### src/verilog/arcr_pkg.sv
// Purpose: shared constants and carrier types for the receiver control register group
// Assumes: 8-bit registers reached by byte address through the host register port
// Notes:   all reset values are zero, which is the default of every field
`default_nettype none
package arcr_pkg;
   ////////////////////////////////////////////////////////////////////////////////////////////
   // register byte addresses
   localparam logic [7:0] ADDR_RX_CTRL_ONE   = 8'h0D;
   localparam logic [7:0] ADDR_RX_CTRL_TWO   = 8'h0E;
   localparam logic [7:0] ADDR_REF_PLL_ONE   = 8'h0F;
   localparam logic [7:0] ADDR_REF_PLL_TWO   = 8'h10;
   localparam logic [7:0] ADDR_REF_PLL_THREE = 8'h11;
   localparam logic [7:0] ADDR_DETECT_STAT   = 8'h12;
   localparam logic [7:0] ADDR_RX_STAT_ONE   = 8'h13;
   ////////////////////////////////////////////////////////////////////////////////////////////
   // field positions
   localparam int CTL1_MUX_LSB    = 0;
   localparam int CTL1_REFSEL_BIT = 3;
   localparam int CTL1_BTD_BIT    = 4;
   localparam int CTL2_OE_BIT     = 0;
   localparam int CTL2_DIV_LSB    = 1;
   localparam int CTL2_AMUTE_BIT  = 3;
   localparam int CTL2_LOL_BIT    = 4;
   localparam int REFERENCE_PLL_P_LSB      = 4;
   localparam int REFERENCE_PLL_JHI_LSB    = 0;
   localparam int RECOVERY_PLL_JLO_LSB    = 6;
   localparam int RECOVERY_PLL_DHI_LSB    = 0;
   ////////////////////////////////////////////////////////////////////////////////////////////
   // reset values and limits
   localparam logic [7:0]  RST_CTRL      = 8'h00;
   localparam logic [5:0]  J_MIN         = 6'h01;
   localparam logic [13:0] D_MAX         = 14'h270F;
   localparam int          PLL_TARGET_KHZ = 98304;
   localparam int          AUDIO_W       = 24;
   ////////////////////////////////////////////////////////////////////////////////////////////
   // recovered clock divider and rate codes
   typedef enum logic [1:0] {
      ARCR_DIV_1 = 2'b00,
      ARCR_DIV_2 = 2'b01,
      ARCR_DIV_4 = 2'b10,
      ARCR_DIV_8 = 2'b11
   } arcr_div_t;
   typedef enum logic [1:0] {
      ARCR_RATE_NONE = 2'b00,
      ARCR_RATE_128  = 2'b01,
      ARCR_RATE_256  = 2'b10,
      ARCR_RATE_512  = 2'b11
   } arcr_rate_t;
   ////////////////////////////////////////////////////////////////////////////////////////////
   // reference pll programming carried to the analog macro
   typedef struct packed {
      logic [3:0]  pre_div;
      logic [5:0]  mult_int;
      logic [13:0] mult_frac;
   } arcr_pll_cfg_t;
   // detector results from the decoder core
   typedef struct packed {
      logic       compressed_burst_flag;
      logic       disc_surround_flag;
      arcr_rate_t max_recovered_rate;
   } arcr_detect_t;
   // whole state of the block
   typedef struct packed {
      logic [1:0]         recv_input_select;
      logic               ref_clock_select;
      logic               buffer_xfer_disable;
      logic               recovered_clk_out_en;
      arcr_div_t          recovered_clk_divider;
      logic               auto_mute_on_unlock;
      logic               unlock_clock_mode;
      arcr_pll_cfg_t      pll;
      logic [3:0]         line_s1;
      logic [3:0]         line_s2;
      logic               ck_s1;
      logic               ck_s2;
      logic               ck_s3;
      logic [1:0]         div_cnt;
      logic               rclk;
      logic               dec_bit;
      logic [AUDIO_W-1:0] audio;
      arcr_detect_t       det;
      logic [7:0]         rdata;
      logic               rvalid;
   } arcr_state_t;
endpackage
`default_nettype wire

### src/verilog/arcr_regs.sv
// Purpose: receiver control and status registers with the logic they steer
// Assumes: host interface decodes the serial link and presents byte accesses here
// Notes:   recovery pll clock is sampled on ref_clk, so its rate must stay well below 125 MHz
//
// What this block does
// - route one of four line inputs
// - reference pll fed from pin or master clock
// - buffer transfers stop while disable bit set
// - recovered clock pin floats until enabled
// - divide recovery pll clock by 1,2,4,8
// - auto-mute forces audio low on unlock
// - unlock stops or free-runs recovered clock
// - pll clock is reference times K over P
// - K is J 1..63 plus D 0..9999
// - pll settings packed across three registers
// - read-only flag for compressed burst stream
// - read-only flag for disc surround stream
// - report maximum recovered clock rate code
`default_nettype none
module arcr_regs (
   // clock and reset
   input  wire logic                         ref_clk,
   input  wire logic                         rst,
   // host register port
   input  wire logic [7:0]                   reg_addr,
   input  wire logic                         reg_wr,
   input  wire logic                         reg_rd,
   input  wire logic [7:0]                   reg_wdata,
   output logic      [7:0]                   reg_rdata,
   output logic                              reg_rvalid,
   // line receiver pins and decoder side
   input  wire logic [3:0]                   line_rx_in,
   output logic                              decoder_bit_out,
   output logic                              ref_clock_select,
   output logic                              buffer_xfer_enable,
   output arcr_pkg::arcr_pll_cfg_t           reference_pll_cfg,
   output logic                              reference_pll_cfg_ok,
   // lock status and detectors
   input  wire logic                         decoder_unlock,
   input  wire logic                         recovery_pll_unlock,
   input  wire arcr_pkg::arcr_detect_t       detect_in,
   // audio path
   input  wire logic [arcr_pkg::AUDIO_W-1:0] audio_in,
   output logic      [arcr_pkg::AUDIO_W-1:0] audio_out,
   // recovery pll clock and recovered clock pin
   input  wire logic                         recovery_pll_clk,
   output logic                              recovered_clk_out,
   output logic                              recovered_clk_out_oe_n
);
   ////////////////////////////////////////////////////////////////////////////////////////////
   // audio width must hold at least one sample bit
   if (arcr_pkg::AUDIO_W < 1) begin : g_bad_width
      $error("audio width must be positive");
   end

   arcr_pkg::arcr_state_t st_ff;
   arcr_pkg::arcr_state_t nxt_st;
   logic                  unlocked;
   logic                  ck_rise;
   logic [1:0]            div_last;
   logic                  sel_bit;

   // both detectors must agree before unlock takes effect
   assign unlocked = decoder_unlock & recovery_pll_unlock;
   assign ck_rise  = st_ff.ck_s2 & ~st_ff.ck_s3;
   assign sel_bit  = st_ff.line_s2[st_ff.recv_input_select];

   // divider terminal count per selected ratio
   always_comb begin
      case (st_ff.recovered_clk_divider)
         arcr_pkg::ARCR_DIV_4: div_last = 2'h1;
         arcr_pkg::ARCR_DIV_8: div_last = 2'h3;
         default:              div_last = 2'h0;
      endcase
   end

   ////////////////////////////////////////////////////////////////////////////////////////////
   // next state
   always_comb begin
      nxt_st        = st_ff;
      nxt_st.rvalid = 1'b0;
      // pins pass two flops; the first stage feeds only the second
      nxt_st.line_s1 = line_rx_in;
      nxt_st.line_s2 = st_ff.line_s1;
      nxt_st.ck_s1   = recovery_pll_clk;
      nxt_st.ck_s2   = st_ff.ck_s1;
      nxt_st.ck_s3   = st_ff.ck_s2;
      nxt_st.dec_bit = sel_bit;
      nxt_st.det     = detect_in;
      // auto-mute only on combined loss of lock
      if (st_ff.auto_mute_on_unlock && unlocked) begin
         nxt_st.audio = '0;
      end else begin
         nxt_st.audio = audio_in;
      end
      // recovered clock divider; stop mode parks the clock low
      if (unlocked && !st_ff.unlock_clock_mode) begin
         nxt_st.rclk    = 1'b0;
         nxt_st.div_cnt = 2'h0;
      end else if (st_ff.recovered_clk_divider == arcr_pkg::ARCR_DIV_1) begin
         nxt_st.rclk    = st_ff.ck_s2;
         nxt_st.div_cnt = 2'h0;
      end else if (ck_rise) begin
         if (st_ff.div_cnt >= div_last) begin
            nxt_st.rclk    = ~st_ff.rclk;
            nxt_st.div_cnt = 2'h0;
         end else begin
            nxt_st.div_cnt = st_ff.div_cnt + 2'h1;
         end
      end
      // host writes; status addresses have no storage to write
      if (reg_wr) begin
         case (reg_addr)
            arcr_pkg::ADDR_RX_CTRL_ONE: begin
               nxt_st.recv_input_select   = reg_wdata[arcr_pkg::CTL1_MUX_LSB +: 2];
               nxt_st.ref_clock_select    = reg_wdata[arcr_pkg::CTL1_REFSEL_BIT];
               nxt_st.buffer_xfer_disable = reg_wdata[arcr_pkg::CTL1_BTD_BIT];
            end
            arcr_pkg::ADDR_RX_CTRL_TWO: begin
               nxt_st.recovered_clk_out_en  = reg_wdata[arcr_pkg::CTL2_OE_BIT];
               nxt_st.recovered_clk_divider =
                  arcr_pkg::arcr_div_t'(reg_wdata[arcr_pkg::CTL2_DIV_LSB +: 2]);
               nxt_st.auto_mute_on_unlock   = reg_wdata[arcr_pkg::CTL2_AMUTE_BIT];
               nxt_st.unlock_clock_mode     = reg_wdata[arcr_pkg::CTL2_LOL_BIT];
            end
            arcr_pkg::ADDR_REF_PLL_ONE: begin
               nxt_st.pll.pre_div       = reg_wdata[arcr_pkg::REFERENCE_PLL_P_LSB +: 4];
               nxt_st.pll.mult_int[5:2] = reg_wdata[arcr_pkg::REFERENCE_PLL_JHI_LSB +: 4];
            end
            arcr_pkg::ADDR_REF_PLL_TWO: begin
               nxt_st.pll.mult_int[1:0]   = reg_wdata[arcr_pkg::RECOVERY_PLL_JLO_LSB +: 2];
               nxt_st.pll.mult_frac[13:8] = reg_wdata[arcr_pkg::RECOVERY_PLL_DHI_LSB +: 6];
            end
            arcr_pkg::ADDR_REF_PLL_THREE: begin
               nxt_st.pll.mult_frac[7:0] = reg_wdata;
            end
            default: begin
               nxt_st.rdata = st_ff.rdata;
            end
         endcase
      end
      // host reads; unmapped and unused bits return zero
      if (reg_rd) begin
         nxt_st.rvalid = 1'b1;
         case (reg_addr)
            arcr_pkg::ADDR_RX_CTRL_ONE: nxt_st.rdata = {3'h0, st_ff.buffer_xfer_disable,
               st_ff.ref_clock_select, 1'b0, st_ff.recv_input_select};
            arcr_pkg::ADDR_RX_CTRL_TWO: nxt_st.rdata = {3'h0, st_ff.unlock_clock_mode,
               st_ff.auto_mute_on_unlock, st_ff.recovered_clk_divider,
               st_ff.recovered_clk_out_en};
            arcr_pkg::ADDR_REF_PLL_ONE:
               nxt_st.rdata = {st_ff.pll.pre_div, st_ff.pll.mult_int[5:2]};
            arcr_pkg::ADDR_REF_PLL_TWO:
               nxt_st.rdata = {st_ff.pll.mult_int[1:0], st_ff.pll.mult_frac[13:8]};
            arcr_pkg::ADDR_REF_PLL_THREE:
               nxt_st.rdata = st_ff.pll.mult_frac[7:0];
            arcr_pkg::ADDR_DETECT_STAT: nxt_st.rdata = {6'h00,
               st_ff.det.disc_surround_flag, st_ff.det.compressed_burst_flag};
            arcr_pkg::ADDR_RX_STAT_ONE:
               nxt_st.rdata = {6'h00, st_ff.det.max_recovered_rate};
            default: nxt_st.rdata = 8'h00;
         endcase
      end
   end

   ////////////////////////////////////////////////////////////////////////////////////////////
   // state register; every field resets to zero, the documented default
   always_ff @(posedge ref_clk) begin
      if (rst) begin
         st_ff <= '0;
      end else begin
         st_ff <= nxt_st;
      end
   end

   ////////////////////////////////////////////////////////////////////////////////////////////
   // outputs
   assign reg_rdata              = st_ff.rdata;
   assign reg_rvalid             = st_ff.rvalid;
   assign decoder_bit_out        = st_ff.dec_bit;
   assign ref_clock_select       = st_ff.ref_clock_select;
   assign buffer_xfer_enable     = ~st_ff.buffer_xfer_disable;
   assign reference_pll_cfg      = st_ff.pll;
   // analog pll accepts only J 1..63 and D up to 9999
   assign reference_pll_cfg_ok   = (st_ff.pll.mult_int >= arcr_pkg::J_MIN) &&
                                   (st_ff.pll.mult_frac <= arcr_pkg::D_MAX);
   assign audio_out              = st_ff.audio;
   assign recovered_clk_out      = st_ff.rclk;
   // enable is active low: pin floats until software turns it on
   assign recovered_clk_out_oe_n = ~st_ff.recovered_clk_out_en;

   ////////////////////////////////////////////////////////////////////////////////////////////
   // checks
   chk_mux_route: assert property (@(posedge ref_clk) disable iff (rst)
      1'b1 |=> decoder_bit_out == $past(sel_bit))
      else $error("selected line input not routed");
   chk_refsel_write: assert property (@(posedge ref_clk) disable iff (rst)
      reg_wr && reg_addr == arcr_pkg::ADDR_RX_CTRL_ONE
      |=> ref_clock_select == $past(reg_wdata[3]))
      else $error("reference clock select not taken");
   chk_xfer_stop: assert property (@(posedge ref_clk) disable iff (rst)
      reg_wr && reg_addr == arcr_pkg::ADDR_RX_CTRL_ONE
      |=> buffer_xfer_enable == !$past(reg_wdata[4]))
      else $error("buffer transfer enable wrong");
   chk_pin_float: assert property (@(posedge ref_clk) disable iff (rst)
      reg_wr && reg_addr == arcr_pkg::ADDR_RX_CTRL_TWO && !reg_wdata[0]
      |=> recovered_clk_out_oe_n)
      else $error("recovered clock pin driven while disabled");
   chk_div_two: assert property (@(posedge ref_clk) disable iff (rst)
      st_ff.recovered_clk_divider == arcr_pkg::ARCR_DIV_2 && ck_rise && !unlocked
      && !reg_wr |=> recovered_clk_out != $past(recovered_clk_out))
      else $error("divide by two missed a toggle");
   chk_auto_mute: assert property (@(posedge ref_clk) disable iff (rst)
      st_ff.auto_mute_on_unlock && decoder_unlock && recovery_pll_unlock
      |=> audio_out == '0)
      else $error("audio not muted on unlock");
   chk_unlock_stop: assert property (@(posedge ref_clk) disable iff (rst)
      !st_ff.unlock_clock_mode && unlocked |=> !recovered_clk_out ##0 st_ff.div_cnt == 2'h0)
      else $error("recovered clock kept running on unlock");
   chk_cfg_range: assert property (@(posedge ref_clk) disable iff (rst)
      reference_pll_cfg.mult_int == 6'h00 |-> !reference_pll_cfg_ok)
      else $error("zero integer multiplier flagged legal");
   chk_pll_fields: assert property (@(posedge ref_clk) disable iff (rst)
      reg_wr && reg_addr == arcr_pkg::ADDR_REF_PLL_TWO
      |=> reference_pll_cfg.mult_int[1:0] == $past(reg_wdata[7:6])
          && reference_pll_cfg.mult_frac[13:8] == $past(reg_wdata[5:0]))
      else $error("pll register two fields misplaced");
   // status is captured a cycle before the read, so the answer is two samples old
   chk_detect_read: assert property (@(posedge ref_clk) disable iff (rst)
      reg_rd && reg_addr == arcr_pkg::ADDR_DETECT_STAT
      |=> reg_rdata == {6'h00, $past(detect_in.disc_surround_flag, 2),
          $past(detect_in.compressed_burst_flag, 2)})
      else $error("detection flags read back wrong");
   chk_rate_read: assert property (@(posedge ref_clk) disable iff (rst)
      reg_rd && reg_addr == arcr_pkg::ADDR_RX_STAT_ONE
      |=> reg_rvalid && reg_rdata[7:2] == 6'h00)
      else $error("rate status upper bits not zero");
   chk_ro_write: assert property (@(posedge ref_clk) disable iff (rst)
      reg_wr && reg_addr == arcr_pkg::ADDR_RX_STAT_ONE |=> $stable(st_ff.recv_input_select)
      && $stable(st_ff.pll))
      else $error("status write disturbed control state");

   ////////////////////////////////////////////////////////////////////////////////////////////
   // control fields land where the host put them
   chk_mux_write: assert property (@(posedge ref_clk) disable iff (rst)
      reg_wr && reg_addr == arcr_pkg::ADDR_RX_CTRL_ONE
      |=> st_ff.recv_input_select == $past(reg_wdata[1:0]))
      else $error("input select not taken");

   chk_pin_drive: assert property (@(posedge ref_clk) disable iff (rst)
      reg_wr && reg_addr == arcr_pkg::ADDR_RX_CTRL_TWO && reg_wdata[0]
      |=> !recovered_clk_out_oe_n)
      else $error("recovered clock pin not driven when enabled");

   chk_div_write: assert property (@(posedge ref_clk) disable iff (rst)
      reg_wr && reg_addr == arcr_pkg::ADDR_RX_CTRL_TWO
      |=> st_ff.recovered_clk_divider == $past(reg_wdata[2:1]))
      else $error("divider code not taken");

   chk_amute_write: assert property (@(posedge ref_clk) disable iff (rst)
      reg_wr && reg_addr == arcr_pkg::ADDR_RX_CTRL_TWO
      |=> st_ff.auto_mute_on_unlock == $past(reg_wdata[3]))
      else $error("auto-mute bit not taken");

   chk_lol_write: assert property (@(posedge ref_clk) disable iff (rst)
      reg_wr && reg_addr == arcr_pkg::ADDR_RX_CTRL_TWO
      |=> st_ff.unlock_clock_mode == $past(reg_wdata[4]))
      else $error("unlock clock mode not taken");

   // audio must pass untouched whenever mute is not called for
   chk_audio_pass: assert property (@(posedge ref_clk) disable iff (rst)
      !(st_ff.auto_mute_on_unlock && unlocked)
      |=> audio_out == $past(audio_in))
      else $error("audio altered without mute");

   // free-run mode keeps the clock going through unlock
   chk_free_run: assert property (@(posedge ref_clk) disable iff (rst)
      st_ff.unlock_clock_mode && st_ff.recovered_clk_divider == arcr_pkg::ARCR_DIV_1
      |=> recovered_clk_out == $past(st_ff.ck_s2))
      else $error("free-run clock did not follow pll");

   chk_div_hold: assert property (@(posedge ref_clk) disable iff (rst)
      st_ff.recovered_clk_divider == arcr_pkg::ARCR_DIV_2 && !ck_rise && !unlocked
      |=> $stable(recovered_clk_out))
      else $error("divided clock moved without a pll edge");

   // pll bytes
   chk_pll_one: assert property (@(posedge ref_clk) disable iff (rst)
      reg_wr && reg_addr == arcr_pkg::ADDR_REF_PLL_ONE
      |=> reference_pll_cfg.pre_div == $past(reg_wdata[7:4])
          && reference_pll_cfg.mult_int[5:2] == $past(reg_wdata[3:0]))
      else $error("pll register one fields misplaced");

   chk_pll_three: assert property (@(posedge ref_clk) disable iff (rst)
      reg_wr && reg_addr == arcr_pkg::ADDR_REF_PLL_THREE
      |=> reference_pll_cfg.mult_frac[7:0] == $past(reg_wdata))
      else $error("pll register three not taken");

   chk_frac_range: assert property (@(posedge ref_clk) disable iff (rst)
      reference_pll_cfg.mult_frac > 14'h270F |-> !reference_pll_cfg_ok)
      else $error("oversized fraction flagged legal");

   chk_cfg_legal: assert property (@(posedge ref_clk) disable iff (rst)
      reference_pll_cfg.mult_int != 6'h00 && reference_pll_cfg.mult_frac <= 14'h270F
      |-> reference_pll_cfg_ok)
      else $error("legal multiplier flagged bad");

   // status and read port
   chk_rate_value: assert property (@(posedge ref_clk) disable iff (rst)
      reg_rd && reg_addr == arcr_pkg::ADDR_RX_STAT_ONE
      |=> reg_rdata[1:0] == $past(detect_in.max_recovered_rate, 2))
      else $error("rate code read back wrong");

   chk_read_pulse: assert property (@(posedge ref_clk) disable iff (rst)
      1'b1 |=> reg_rvalid == $past(reg_rd))
      else $error("read valid not one cycle after read");

   chk_unmapped_read: assert property (@(posedge ref_clk) disable iff (rst)
      reg_rd && reg_addr > arcr_pkg::ADDR_RX_STAT_ONE |=> reg_rdata == 8'h00)
      else $error("unmapped read not zero");

   // reset leaves the pin floating and the port quiet
   chk_reset_state: assert property (@(posedge ref_clk)
      rst |=> !reg_rvalid && recovered_clk_out_oe_n && audio_out == '0)
      else $error("reset state wrong");
endmodule
`default_nettype wire
### config.mk
export PLATFORM = sky130hd
export DESIGN_NAME = arcr_regs
export DESIGN_NICKNAME = d
export VERILOG_FILES = /design/src/verilog/arcr_pkg.sv /design/src/verilog/arcr_regs.sv
export SDC_FILE = /design/constraint.sdc
export NUM_CORES = 1
export LEC_CHECK = 0
export ABC_AREA = 0
export BUFFER_PORTS_ARGS = -buffer_cell sky130_fd_sc_hd__buf_2
export CAP_MARGIN = 20
export CORE_ASPECT_RATIO = 0.6
export CORE_MARGIN = 10
export CORE_UTILIZATION = 51
export CTS_CLUSTER_DIAMETER = 100
export DETAILED_ROUTE_END_ITERATION = 10
export PLACE_DENSITY = 0.8
export SETUP_SLACK_MARGIN = 0.5
export SLEW_MARGIN = 20
export SYNTH_ARGS = -nofsm -noshare
export SYNTH_HDL_FRONTEND = slang
export SYNTH_SLANG_ARGS = --single-unit
### constraint.sdc
create_clock -name ref_clk -period 2.1 [get_ports ref_clk]
set_input_delay 0.105 -clock ref_clk [delete_from_list [all_inputs] [get_ports ref_clk]]
set_output_delay 0.105 -clock ref_clk [all_outputs]
set_load 0.05 [all_outputs]
==> results of run 1 <==
power breakdown:
| group | leakage (nW) | switching, mW | internal (mW) |
|---|---|---|---|
| clock | 0.116 | 0.594 | 0.784 |
| combinational | 1.24 | 0.213 | 0.133 |
| sequential | 0.698 | 0.0112 | 1.65 |
| total | 2.05 | 0.819 | 2.57 |
synthesized netlist by cell type, types with 2 or more instances:
master | n | area, µm²
nand2_1 | 37 | 138.9
xnor2_1 | 2 | 17.52
mux2i_1 | 20 | 200.2
nor3b_1 | 3 | 22.52
o21ai_0 | 15 | 75.07
nor2b_1 | 18 | 112.6
nand3_1 | 2 | 10.01
o21ai_1 | 2 | 10.01
nand2b_1 | 2 | 12.51
nor2_4 | 3 | 33.78
inv_1 | 4 | 15.01
buf_4 | 58 | 435.4
dfxtp_1 | 85 | 1702
ha_1 | 2 | 25.02
and2_1 | 25 | 156.4
o32ai_1 | 3 | 26.28
a22oi_1 | 6 | 45.04
a31oi_1 | 6 | 37.54
nor3_1 | 2 | 10.01
mux2_2 | 4 | 45.04
a21oi_1 | 19 | 95.09
clkbuf_1 | 11 | 41.29
a22o_1 | 4 | 35.03
or2_2 | 2 | 12.51
nor2_1 | 22 | 82.58
buf_2 | 5 | 25.02
routing by layer:
metal  GRT usage (%)  up-vias  share of wire (%)  wire length [µm]
met5               0        -                  0                 0
met4           8.028        0                2.1               214
met3           7.007       19                 11              1110
met2           29.61      138                 46              4808
met1           22.16     1378                 41              4294
li1                -     1421                  -                 -
state kept, by name, indices dropped and copies added (netlist names):
signal,flops
audio_out,24
reference_pll_cfg,24
st_ff,19
reg_rdata,8
nxt_st,6
decoder_bit_out,1
recovered_clk_out,1
ref_clock_select,1
reg_rvalid,1
final cells by class:
class,count,area (µm²)
fill,561,2352
sequential,85,1708
multi-input combinational,222,1480
timing repair buffer,152,928.4
clock buffer,10,229.0
tap,87,108.9
clock inverter,4,27.53
inverter,4,15.01
what timing repair did:
item                       in CTS  in global routing
hold endpoints to repair       31                  0
hold buffers                   31                  0
resized for setup               5                  8
setup endpoints to repair       3                  4
setup buffers                   0                  1
pin swaps                       2                  1
cells by family after synthesis:
| family | synth area share, % |
|---|---|
| AOI/OAI and AO/OA | 10.45 |
| and+or+nand+nor | 20.39 |
| buffers and inverters | 14.19 |
| DFF | 46.29 |
| adders and majority gates | 0.6806 |
| muxes | 7.284 |
| xor gates and xnor gates | 0.7149 |
path summary, 6_finish.rpt:
kind | from | to | slack [ns] | cells past startpoint
setup / recovery | reference_pll_cfg[16]$_SDFFE_PP0P_ | reference_pll_cfg_ok | 0.41 | 4
hold reg to reg | nxt_st[46]$_SDFF_PP0_ | st_ff[46]$_SDFF_PP0_ | 0.44 | 1
hold / removal | detect_in[3] | st_ff[12]$_SDFF_PP0_ | 0.03 | 2
setup reg to reg | st_ff[39]$_SDFFE_PP0P_ | st_ff[39]$_SDFFE_PP0P_ | 0.50 | 7
critical path: cells and delay by family (launching register included):
kind | cells | cell delay (ns)
and+or+nand+nor | 2 | 0.64
DFF | 1 | 0.35
buffers and inverters | 1 | 0.20
AOI/OAI and AO/OA | 1 | 0.06
metrics by stage:
step	power, mW	instance area (µm²)	instances	setup WS (ns)
global placement	1.990	3886	518	0.5464
CTS	3.419	4463	563	0.3654
detailed placement	1.997	3886	518	0.4483
global route	3.503	4497	564	0.3637
finish	3.389	4497	564	0.4114
floorplan	1.923	3676	386	0.5502
==> impl_metrics.prom, run 1 <==
# TYPE chip_impl_metric gauge
chip_impl_info{name="outcome",value="completed"} 1
chip_impl_info{name="clock_root_buffer",value="clkbuf_16"} 1
chip_impl_info{name="layout_commonest_cell",value="buf_2"} 1
chip_impl_metric{name="grt_start_max_net_pins",unit=""} 40
chip_impl_metric{name="avgSynthCellArea",unit="µm²"} 9.523
chip_impl_metric{name="yosys_register_bits",unit=""} 85
chip_impl_metric{name="async_reset_ff_share",unit="%"} 0
chip_impl_metric{name="layout_worst_path_cycle_share",unit="%"} 80.41
chip_impl_metric{name="timing.clock.skew",unit="ns"} 0.006541
chip_impl_metric{name="timing.setup.tns",unit="ns"} 0
chip_impl_info{name="endpoint_kind_of_the_worst_setup_timing_path",value="primary output"} 1
chip_impl_metric{name="hold-worst-slack",unit="ns"} 0.03473
chip_impl_metric{name="flow.area_growth_from_synthesis",unit="%"} 22.33
chip_impl_info{name="setup.worst_path.class",value="reg2out"} 1
chip_impl_metric{name="timing.fmax",unit="GHz"} 0.5922
chip_impl_metric{name="routed_via_density",unit=""} 5.241
chip_impl_metric{name="synth_cell_types",unit=""} 50
chip_impl_metric{name="die_area",unit="µm²"} 11110
chip_impl_metric{name="initialDrtViolationCount",unit=""} 242
chip_impl_metric{name="number_of_antenna_violations_at_the_first_check_in_global_routing",unit=""} 0
chip_impl_metric{name="tightestPinTransition",unit="ns"} 0.5008
chip_impl_metric{name="worstSkewPairLatency",unit="ns"} 0.34
chip_impl_metric{name="max-cap-violations",unit=""} 0
chip_impl_metric{name="vdd.ir_drop.worst",unit="µV"} 525.6
chip_impl_metric{name="fp.coreArea",unit="µm²"} 6849
chip_impl_metric{name="cts.sink_count",unit=""} 85
chip_impl_info{name="timing.critical_path.from_type",value="flip-flop"} 1
chip_impl_metric{name="synth-warning-count",unit=""} 0
chip_impl_info{name="cpMaxStageDelayCell",value="or4_4"} 1
chip_impl_metric{name="die_h",unit="µm"} 85.76
chip_impl_metric{name="clock_tree.htree_level_count",unit=""} 3
chip_impl_metric{name="netlist_area",unit="µm²"} 3676
chip_impl_metric{name="finalMaxSlewViolations",unit=""} 0
chip_impl_metric{name="timing.final.hold_violations",unit=""} 0
chip_impl_metric{name="dieWidth",unit="µm"} 129.6
chip_impl_metric{name="place.port_buffers",unit=""} 117
chip_impl_metric{name="gr-total-overflow",unit=""} 0
chip_impl_metric{name="dr.pass1.iters",unit=""} 5
chip_impl_metric{name="grt_first_pass_wirelength",unit="mm"} 16.06
chip_impl_metric{name="detailedPlacementHpwl",unit="mm"} 7.590
chip_impl_metric{name="final-setup-viol-count",unit=""} 0
chip_impl_info{name="holdCritPathClass",value="in2reg"} 1
chip_impl_metric{name="gr_usage_total",unit="%"} 18.64
chip_impl_metric{name="fraction_of_layout_instances_using_a_drive_strength_above_1",unit="%"} 34.17
chip_impl_metric{name="synth_nets",unit=""} 443
chip_impl_metric{name="ant_nets",unit=""} 0
chip_impl_metric{name="number_of_enable_flip_flop_cells_after_synthesis",unit=""} 0
chip_impl_info{name="worstPathCellList",value="or4_4, nor3_2, a21oi_1, buf_4"} 1
chip_impl_metric{name="clk_transition_reported_paths",unit="ns"} 0.06
chip_impl_metric{name="placer_congestion_estimate",unit=""} 0.8920
chip_impl_metric{name="std_cell_rows",unit=""} 23
chip_impl_metric{name="cts.path.max_buffers",unit=""} 2
chip_impl_metric{name="routed_wirelength",unit="mm"} 10.43
chip_impl_metric{name="initial_utilization",unit="%"} 53.67
chip_impl_info{name="layout.cells.most_common_list",value="buf_2 (116), dfxtp_1 (80), nand2_1 (37), dlygate4sd3_1 (31), and2_1 (25)"} 1
chip_impl_metric{name="antennaDiodeCount",unit=""} 0
chip_impl_info{name="yosys_most_used_dff",value="dfxtp_1"} 1
chip_impl_metric{name="design.final.nets",unit=""} 531
chip_impl_metric{name="final_period_minus_worst_setup_slack",unit="ns"} 1.689
chip_impl_info{name="cts_tree",value="built"} 1
chip_impl_metric{name="critical_path.max_fanout",unit=""} 4
chip_impl_metric{name="worst_ep_required_time",unit="ns"} 2.00
chip_impl_metric{name="cts_inserted_buffers",unit=""} 9
chip_impl_metric{name="cp_data_arrival_time",unit="ns"} 1.58
chip_impl_info{name="setup_repair_after_global_routing_missed_its_margin",value="yes"} 1
chip_impl_metric{name="dr_total_vias",unit=""} 2956
chip_impl_metric{name="synth-seq-area-share",unit="%"} 46.29
chip_impl_metric{name="post-route-drc-count",unit=""} 0
chip_impl_metric{name="pwr_density_cell",unit="nW/µm²"} 753.6
chip_impl_metric{name="fin_util",unit="%"} 65.66
chip_impl_metric{name="total_leakage_power",unit="nW"} 2.053
chip_impl_metric{name="wl_per_cell",unit="µm"} 18.49
chip_impl_metric{name="syn_inst",unit=""} 386
chip_impl_metric{name="worst_slew_margin_rel",unit="%"} 66.49
chip_impl_metric{name="number_of_global_route_vias_before_repair",unit=""} 3014
chip_impl_metric{name="ioPinCount",unit=""} 118
chip_impl_metric{name="cpPeakStageDelay",unit="ns"} 0.53
Power figures use the tool's default switching activity.
==> run 2: changes to the inputs <==
--- a/config.mk
+++ b/config.mk
@@ -10,10 +10,10 @@
 export CAP_MARGIN = 20
 export CORE_ASPECT_RATIO = 0.6
 export CORE_MARGIN = 10
-export CORE_UTILIZATION = 51
+export CORE_UTILIZATION = 46
 export CTS_CLUSTER_DIAMETER = 100
 export DETAILED_ROUTE_END_ITERATION = 10
-export PLACE_DENSITY = 0.8
+export PLACE_DENSITY = 0.76
 export SETUP_SLACK_MARGIN = 0.5
 export SLEW_MARGIN = 20
 export SYNTH_ARGS = -nofsm -noshare
==> constraint.sdc (replaced) <==
create_clock -name ref_clk -period 1.5 [get_ports ref_clk]
set_input_delay 0.075 -clock ref_clk [delete_from_list [all_inputs] [get_ports ref_clk]]
set_output_delay 0.075 -clock ref_clk [all_outputs]
set_load 0.05 [all_outputs]
==> impl_metrics.prom, run 2 (synthesized netlist as in run 1, its figures left out) <==
# TYPE chip_impl_metric gauge
chip_impl_info{name="outcome",value="complete, but fails checks"} 1
chip_impl_info{name="failed_checks",value="hold timing, setup timing"} 1
chip_impl_metric{name="post-route-drc-count",unit=""} 0
chip_impl_metric{name="timing.final.hold_violations",unit=""} 1
chip_impl_metric{name="cts_inserted_buffers",unit=""} 9
chip_impl_metric{name="initial_utilization",unit="%"} 47.01
chip_impl_info{name="layout.cells.most_common_list",value="buf_2 (54), dfxtp_1 (51), buf_4 (43), dlygate4sd3_1 (37), nand2_1 (35)"} 1
chip_impl_info{name="setup.worst_path.class",value="reg2out"} 1
chip_impl_info{name="cell_family_with_the_largest_share_of_critical_path_delay",value="compound AO/OA/AOI/OAI gates"} 1
chip_impl_metric{name="die_h",unit="µm"} 89.25
chip_impl_metric{name="timing.clock.skew",unit="ns"} 0.005119
chip_impl_metric{name="dr.pass1.iters",unit=""} 5
chip_impl_metric{name="ioPinCount",unit=""} 118
chip_impl_info{name="cts_tree",value="built"} 1
chip_impl_info{name="worstPathCellList",value="nor4_4, o21ai_0, a21oi_2, buf_6"} 1
chip_impl_metric{name="dr_total_vias",unit=""} 3192
chip_impl_metric{name="grt_start_max_net_pins",unit=""} 50
chip_impl_metric{name="total_power_of_the_final_layout",unit="mW"} 5.288
chip_impl_info{name="min-delay-start",value="reg_wdata[2]"} 1
chip_impl_metric{name="detailedPlacementHpwl",unit="mm"} 7.488
chip_impl_metric{name="final_period_minus_worst_setup_slack",unit="ns"} 1.673
chip_impl_metric{name="max-cap-violations",unit=""} 0
chip_impl_metric{name="finalMaxSlewViolations",unit=""} 0
chip_impl_metric{name="critical_path.n_buffers_inverters",unit=""} 1
chip_impl_metric{name="fraction_of_layout_instances_using_a_drive_strength_above_1",unit="%"} 54.13
chip_impl_metric{name="number_of_antenna_violations_at_the_first_check_in_global_routing",unit=""} 0
chip_impl_metric{name="worstSkewPairLatency",unit="ns"} 0.34
chip_impl_metric{name="place.port_buffers",unit=""} 117
chip_impl_metric{name="tightestPinTransition",unit="ns"} 0.5162
chip_impl_metric{name="gr-total-overflow",unit=""} 0
chip_impl_info{name="timing.rr.start",value="st_ff[79]$_SDFFE_PP0P_"} 1
chip_impl_info{name="endpoint_kind_of_the_worst_setup_timing_path",value="primary output"} 1
chip_impl_metric{name="fin_ws",unit="ns"} -0.1727
chip_impl_info{name="timing.critical_path.from_type",value="flip-flop"} 1
chip_impl_metric{name="timing.fmax",unit="GHz"} 0.5978
chip_impl_metric{name="layout_worst_path_cycle_share",unit="%"} 111.5
chip_impl_metric{name="gr_usage_total",unit="%"} 17.94
chip_impl_metric{name="ant_nets",unit=""} 0
chip_impl_metric{name="cts.sink_count",unit=""} 85
chip_impl_metric{name="final-setup-viol-count",unit=""} 1
chip_impl_metric{name="fin_util",unit="%"} 72.53
chip_impl_metric{name="cpPeakStageDelay",unit="ns"} 0.37
chip_impl_metric{name="placer_congestion_estimate",unit=""} 0.8801
chip_impl_metric{name="r2r_slack",unit="ns"} 0.06
chip_impl_metric{name="cp_data_arrival_time",unit="ns"} 1.60
chip_impl_info{name="holdCritPathClass",value="in2reg"} 1
chip_impl_metric{name="grt_first_pass_wirelength",unit="mm"} 16.65
chip_impl_metric{name="dieWidth",unit="µm"} 135.4
chip_impl_metric{name="pre_cts_ws",unit="ns"} -0.01362
chip_impl_metric{name="std_cell_rows",unit=""} 25
chip_impl_info{name="setup_repair_after_global_routing_missed_its_margin",value="yes"} 1
chip_impl_info{name="clock_root_buffer",value="clkbuf_16"} 1
chip_impl_metric{name="wl_per_cell",unit="µm"} 18.80
chip_impl_metric{name="number_of_global_route_vias_before_repair",unit=""} 3158
chip_impl_metric{name="fp.coreArea",unit="µm²"} 7820
chip_impl_metric{name="worst_ep_required_time",unit="ns"} 1.42
chip_impl_metric{name="routed_wirelength",unit="mm"} 11.83
chip_impl_info{name="layout_commonest_cell",value="buf_2"} 1
chip_impl_metric{name="pwr_density_cell",unit="nW/µm²"} 932.4
chip_impl_info{name="cpMaxStageDelayCell",value="dfxtp_4"} 1
chip_impl_metric{name="die_area",unit="µm²"} 12080
chip_impl_metric{name="filler_instances",unit=""} 543
chip_impl_metric{name="antennaDiodeCount",unit=""} 0
chip_impl_metric{name="cts.path.max_buffers",unit=""} 2
chip_impl_info{name="crit_path_start",value="reference_pll_cfg[7]$_SDFFE_PP0P_"} 1
chip_impl_metric{name="flow.area_growth_from_synthesis",unit="%"} 54.29
chip_impl_metric{name="initialDrtViolationCount",unit=""} 273
chip_impl_metric{name="total_leakage_power",unit="nW"} 2.452
chip_impl_metric{name="hold-worst-slack",unit="ns"} -0.001574
chip_impl_metric{name="vdd.ir_drop.worst",unit="µV"} 640.0
chip_impl_metric{name="clk_transition_reported_paths",unit="ns"} 0.06
chip_impl_metric{name="design.final.nets",unit=""} 574
chip_impl_metric{name="clock_tree.htree_level_count",unit=""} 3
chip_impl_metric{name="critical_path.max_fanout",unit=""} 4
chip_impl_metric{name="worst_slew_margin_rel",unit="%"} 65.59
chip_impl_metric{name="routed_via_density",unit=""} 5.075
[run 2: cell type report]
| cell class | count | area, µm² | share of cell area [%] |
|---|---|---|---|
| repair buffers | 194 | 1644 | 28.99 |
| flip-flops and latches | 85 | 1774 | 31.28 |
| multi-input cells | 223 | 1789 | 31.55 |
| clock inverters | 6 | 88.84 | 1.566 |
| inverters | 4 | 15.01 | 0.2647 |
| well taps | 108 | 135.1 | 2.383 |
| clock buffers | 9 | 225.2 | 3.971 |
[run 2: what timing repair did]
| action | 4_1_cts | 5_1_grt |
|---|---|---|
| gates resized for setup | 121 | 105 |
| setup buffers | 7 | 14 |
| hold buffers | 37 | 0 |
| setup endpoints to repair | 63 | 96 |
| cloned | 0 | 1 |
| pin swaps | 14 | 15 |
| hold endpoints to repair | 40 | 0 |
[run 2: through the flow]
stage / cell area, µm² / TNS, ns / cells
5_1_grt: 5672 / -0.2160 / 629
2_1_floorplan: 3761 / 0 / 386
6_report: 5672 / -0.1727 / 629
3_5_place_dp: 4084 / -0.02134 / 555
4_1_cts: 5228 / -0.1412 / 614
3_3_place_gp: 4084 / 0 / 555
[run 2: final timing paths]
path | end | cells past startpoint
worst max-delay path | reference_pll_cfg_ok | 4
worst min-delay path | reference_pll_cfg[18]$_SDFFE_PP0P_ | 3
worst max register to register | st_ff[39]$_SDFFE_PP0P_ | 6
worst min register to register | st_ff[46]$_SDFF_PP0_ | 1
[run 2: layer usage]
| layer | track usage [%] | vias to the layer above | wire length [µm] | share of wire, % |
|---|---|---|---|---|
| met5 | 0 | - | 0 | 0 |
| met4 | 7.198 | 0 | 230 | 1.9 |
| met3 | 6.734 | 21 | 1074 | 9.1 |
| met2 | 29.23 | 123 | 5769 | 49 |
| met1 | 21.14 | 1537 | 4753 | 40 |
| li1 | - | 1511 | - | - |
[run 2: power by group]
group	leakage, nW	switching [mW]	internal, mW	total, mW
clock	0.147	0.900	1.45	2.35
combinational	1.59	0.341	0.289	0.630
sequential	0.716	0.0176	2.29	2.31
total	2.45	1.26	4.03	5.29
[run 2: worst reg2reg max path: cells and delay by family, from the launching register on]
kind | cells | cell delay, ns
flops | 1 | 0.36
simple gates | 4 | 0.66
compound gates | 1 | 0.12
fa+ha+maj | 1 | 0.23
==> run 3: changes to the inputs <==
--- a/config.mk
+++ b/config.mk
@@ -15,6 +15,7 @@
 export DETAILED_ROUTE_END_ITERATION = 10
 export PLACE_DENSITY = 0.76
 export SETUP_SLACK_MARGIN = 0.5
+export SKIP_LAST_GASP = 1
 export SLEW_MARGIN = 20
 export SYNTH_ARGS = -nofsm -noshare
 export SYNTH_HDL_FRONTEND = slang
==> impl_metrics.prom, run 3 (synthesized netlist as in run 1, its figures left out) <==
# TYPE chip_impl_metric gauge
chip_impl_metric{name="total_leakage_power",unit="nW"} 2.375
chip_impl_metric{name="power_frac_comb",unit="%"} 11.4
chip_impl_metric{name="placer_congestion_estimate",unit=""} 0.8801
chip_impl_metric{name="routed_wirelength",unit="mm"} 11.78
chip_impl_metric{name="fp.coreArea",unit="µm²"} 7820
chip_impl_metric{name="seq_power_share",unit="%"} 44.0
chip_impl_metric{name="initial_utilization",unit="%"} 47.01
chip_impl_metric{name="share_clk_of_total_power",unit="%"} 44.6
chip_impl_metric{name="grt_start_max_net_pins",unit=""} 50
chip_impl_metric{name="netSwitchingPower",unit="mW"} 1.255
chip_impl_metric{name="std_cell_rows",unit=""} 25
chip_impl_metric{name="number_of_antenna_violations_at_the_first_check_in_global_routing",unit=""} 0
chip_impl_metric{name="grt_first_pass_wirelength",unit="mm"} 16.64
chip_impl_metric{name="die_h",unit="µm"} 89.25
chip_impl_metric{name="hold-worst-slack",unit="ns"} 0.01292
chip_impl_info{name="worstPathCellList",value="or4_1, nor3_2, a21oi_2, buf_6"} 1
chip_impl_metric{name="die_area",unit="µm²"} 12080
chip_impl_metric{name="initialDrtViolationCount",unit=""} 254
chip_impl_metric{name="final_period_minus_worst_setup_slack",unit="ns"} 1.675
chip_impl_metric{name="dr.pass1.iters",unit=""} 5
chip_impl_metric{name="cellInternalPower",unit="mW"} 4.006
chip_impl_metric{name="clock_tree.htree_level_count",unit=""} 3
chip_impl_metric{name="gr-total-overflow",unit=""} 0
chip_impl_info{name="failed_checks",value="setup timing"} 1
chip_impl_info{name="timing.critical_path.from_type",value="flip-flop"} 1
chip_impl_metric{name="final-setup-viol-count",unit=""} 1
chip_impl_metric{name="vdd.ir_drop.worst",unit="µV"} 641.2
chip_impl_metric{name="finalMaxSlewViolations",unit=""} 0
chip_impl_metric{name="critical_path.n_buffers_inverters",unit=""} 1
chip_impl_metric{name="fraction_of_layout_instances_using_a_drive_strength_above_1",unit="%"} 48.65
chip_impl_metric{name="max-cap-violations",unit=""} 0
chip_impl_metric{name="timing.clock.skew",unit="ns"} 0.005552
chip_impl_metric{name="post-route-drc-count",unit=""} 0
chip_impl_info{name="cell_family_with_the_largest_share_of_critical_path_delay",value="simple AND/OR/NAND/NOR gates"} 1
chip_impl_info{name="setup_repair_after_global_routing_missed_its_margin",value="yes"} 1
chip_impl_metric{name="detailedPlacementHpwl",unit="mm"} 7.488
chip_impl_metric{name="design.final.nets",unit=""} 573
chip_impl_metric{name="timing.fmax",unit="GHz"} 0.5970
chip_impl_metric{name="dieWidth",unit="µm"} 135.4
chip_impl_info{name="clock_root_buffer",value="clkbuf_16"} 1
chip_impl_metric{name="dr_total_vias",unit=""} 3201
chip_impl_metric{name="cts.sink_count",unit=""} 85
chip_impl_info{name="cpMaxStageDelayCell",value="or4_1"} 1
chip_impl_metric{name="place.port_buffers",unit=""} 117
chip_impl_metric{name="flip_flop_and_latch_area",unit="µm²"} 1763
chip_impl_metric{name="worst_ep_required_time",unit="ns"} 1.42
chip_impl_metric{name="cpPeakStageDelay",unit="ns"} 0.54
chip_impl_info{name="cts_tree",value="built"} 1
chip_impl_metric{name="multi_input_comb_area",unit="µm²"} 1684
chip_impl_metric{name="fin_ws",unit="ns"} -0.1750
chip_impl_metric{name="cts_inserted_buffers",unit=""} 9
chip_impl_metric{name="antennaDiodeCount",unit=""} 0
chip_impl_metric{name="filler_instances",unit=""} 573
chip_impl_metric{name="gr_usage_total",unit="%"} 17.92
chip_impl_metric{name="timing.final.hold_violations",unit=""} 0
chip_impl_metric{name="number_of_global_route_vias_before_repair",unit=""} 3155
chip_impl_metric{name="wl_per_cell",unit="µm"} 18.75
chip_impl_info{name="layout.cells.most_common_list",value="dfxtp_1 (54), buf_2 (54), buf_4 (42), dlygate4sd3_1 (36), nand2_1 (35)"} 1
chip_impl_metric{name="layout_worst_path_cycle_share",unit="%"} 111.7
chip_impl_metric{name="finalInstanceArea",unit="µm²"} 5538
chip_impl_metric{name="netSwitchingFraction",unit="%"} 23.86
chip_impl_metric{name="cp_data_arrival_time",unit="ns"} 1.60
chip_impl_metric{name="ant_nets",unit=""} 0
chip_impl_metric{name="clk_transition_reported_paths",unit="ns"} 0.06
chip_impl_metric{name="total_power_of_the_final_layout",unit="mW"} 5.261
chip_impl_info{name="endpoint_kind_of_the_worst_setup_timing_path",value="primary output"} 1
chip_impl_metric{name="tightestPinTransition",unit="ns"} 0.5029
chip_impl_metric{name="worstSkewPairLatency",unit="ns"} 0.35
chip_impl_info{name="setup.worst_path.class",value="reg2out"} 1
chip_impl_info{name="outcome",value="complete, but fails checks"} 1
chip_impl_metric{name="dpl-instance-area",unit="µm²"} 4084
chip_impl_metric{name="critical_path.max_fanout",unit=""} 4
chip_impl_metric{name="worst_slew_margin_rel",unit="%"} 66.47
chip_impl_metric{name="flow.area_growth_from_synthesis",unit="%"} 50.65
chip_impl_metric{name="cts.path.max_buffers",unit=""} 2
chip_impl_metric{name="pwr_density_cell",unit="nW/µm²"} 950.0
chip_impl_info{name="holdCritPathClass",value="in2reg"} 1
chip_impl_metric{name="ioPinCount",unit=""} 118
chip_impl_metric{name="routed_via_density",unit=""} 5.097
-- run 3: cell count changes in the layout (fill, tap and decap cells not counted), moves of 2 or more --
cell | previous run | this run
mux2_4 | 4 | 2
buf_6 | 32 | 34
dfxtp_1 | 51 | 54
and2_4 | 25 | 2
dfxtp_4 | 12 | 9
and2_1 | 0 | 23
mux2_2 | 0 | 2
-- run 3: power by group through the flow --
stage	logic, mW	registers, mW	clock network (mW)
2_1_floorplan	0.318	2.39	0
3_3_place_gp	0.433	2.38	0
3_5_place_dp	0.439	2.38	0
4_1_cts	0.529	2.33	2.39
5_1_grt	0.630	2.32	2.48
6_report	0.597	2.31	2.35
-- run 3: final timing paths --
check | start | to | slack, ns | cells after the start
hold reg to reg | nxt_st[46]$_SDFF_PP0_ | st_ff[46]$_SDFF_PP0_ | 0.44 | 1
hold / removal | reg_wdata[2] | reference_pll_cfg[18]$_SDFFE_PP0P_ | 0.01 | 3
setup / recovery | reference_pll_cfg[16]$_SDFFE_PP0P_ | reference_pll_cfg_ok | -0.18 | 4
setup reg to reg | st_ff[79]$_SDFFE_PP0P_ | st_ff[39]$_SDFFE_PP0P_ | 0.04 | 6
-- run 3: final cells by class --
type,instances,area share [%]
Clock buffer,9,4.067
Inverter,4,0.2711
Tap cell,108,2.440
Clock inverter,6,1.604
Timing Repair Buffer,194,29.37
Sequential cell,85,31.83
Multi-Input combinational cell,222,30.41
-- run 3: per-stage QoR --
stage          setup WS [ns]  setup TNS (ns)  std cells  utilization (%)
3_3_place_gp         0.04331               0        555            52.22
2_1_floorplan        0.04725               0        386                -
4_1_cts              -0.1413         -0.1413        613            66.02
5_1_grt              -0.2236         -0.2463        628            70.82
3_5_place_dp        -0.01362        -0.02134        555            52.22
6_report             -0.1750         -0.1750        628            70.82
-- run 3: per-layer routing --
metal | wire length, µm | vias up | part of all wire, % | track usage [%]
met3 | 1027 | 19 | 8.7 | 6.734
li1 | - | 1507 | - | -
met1 | 4910 | 1527 | 42 | 21.21
met5 | 0 | - | 0 | 0
met4 | 227 | 0 | 1.9 | 7.198
met2 | 5610 | 148 | 48 | 29.05
-- run 3: repair_timing --
| item | 4_1_cts | 5_1_grt |
|---|---|---|
| hold buffers | 36 | 0 |
| pin swaps | 13 | 12 |
| gates cloned | 0 | 3 |
| setup endpoints to repair | 63 | 98 |
| gates resized for setup | 110 | 83 |
| buffers inserted | 7 | 12 |
| endpoints found under the hold margin | 39 | 0 |
-- run 3: tightest hold or removal path: cells and delay by family --
kind,cells,cell delay (ns)
AO/OA/AOI/OAI,1,0.06
buffers and inverters,1,0.12
AND/OR/NAND/NOR,1,0.05
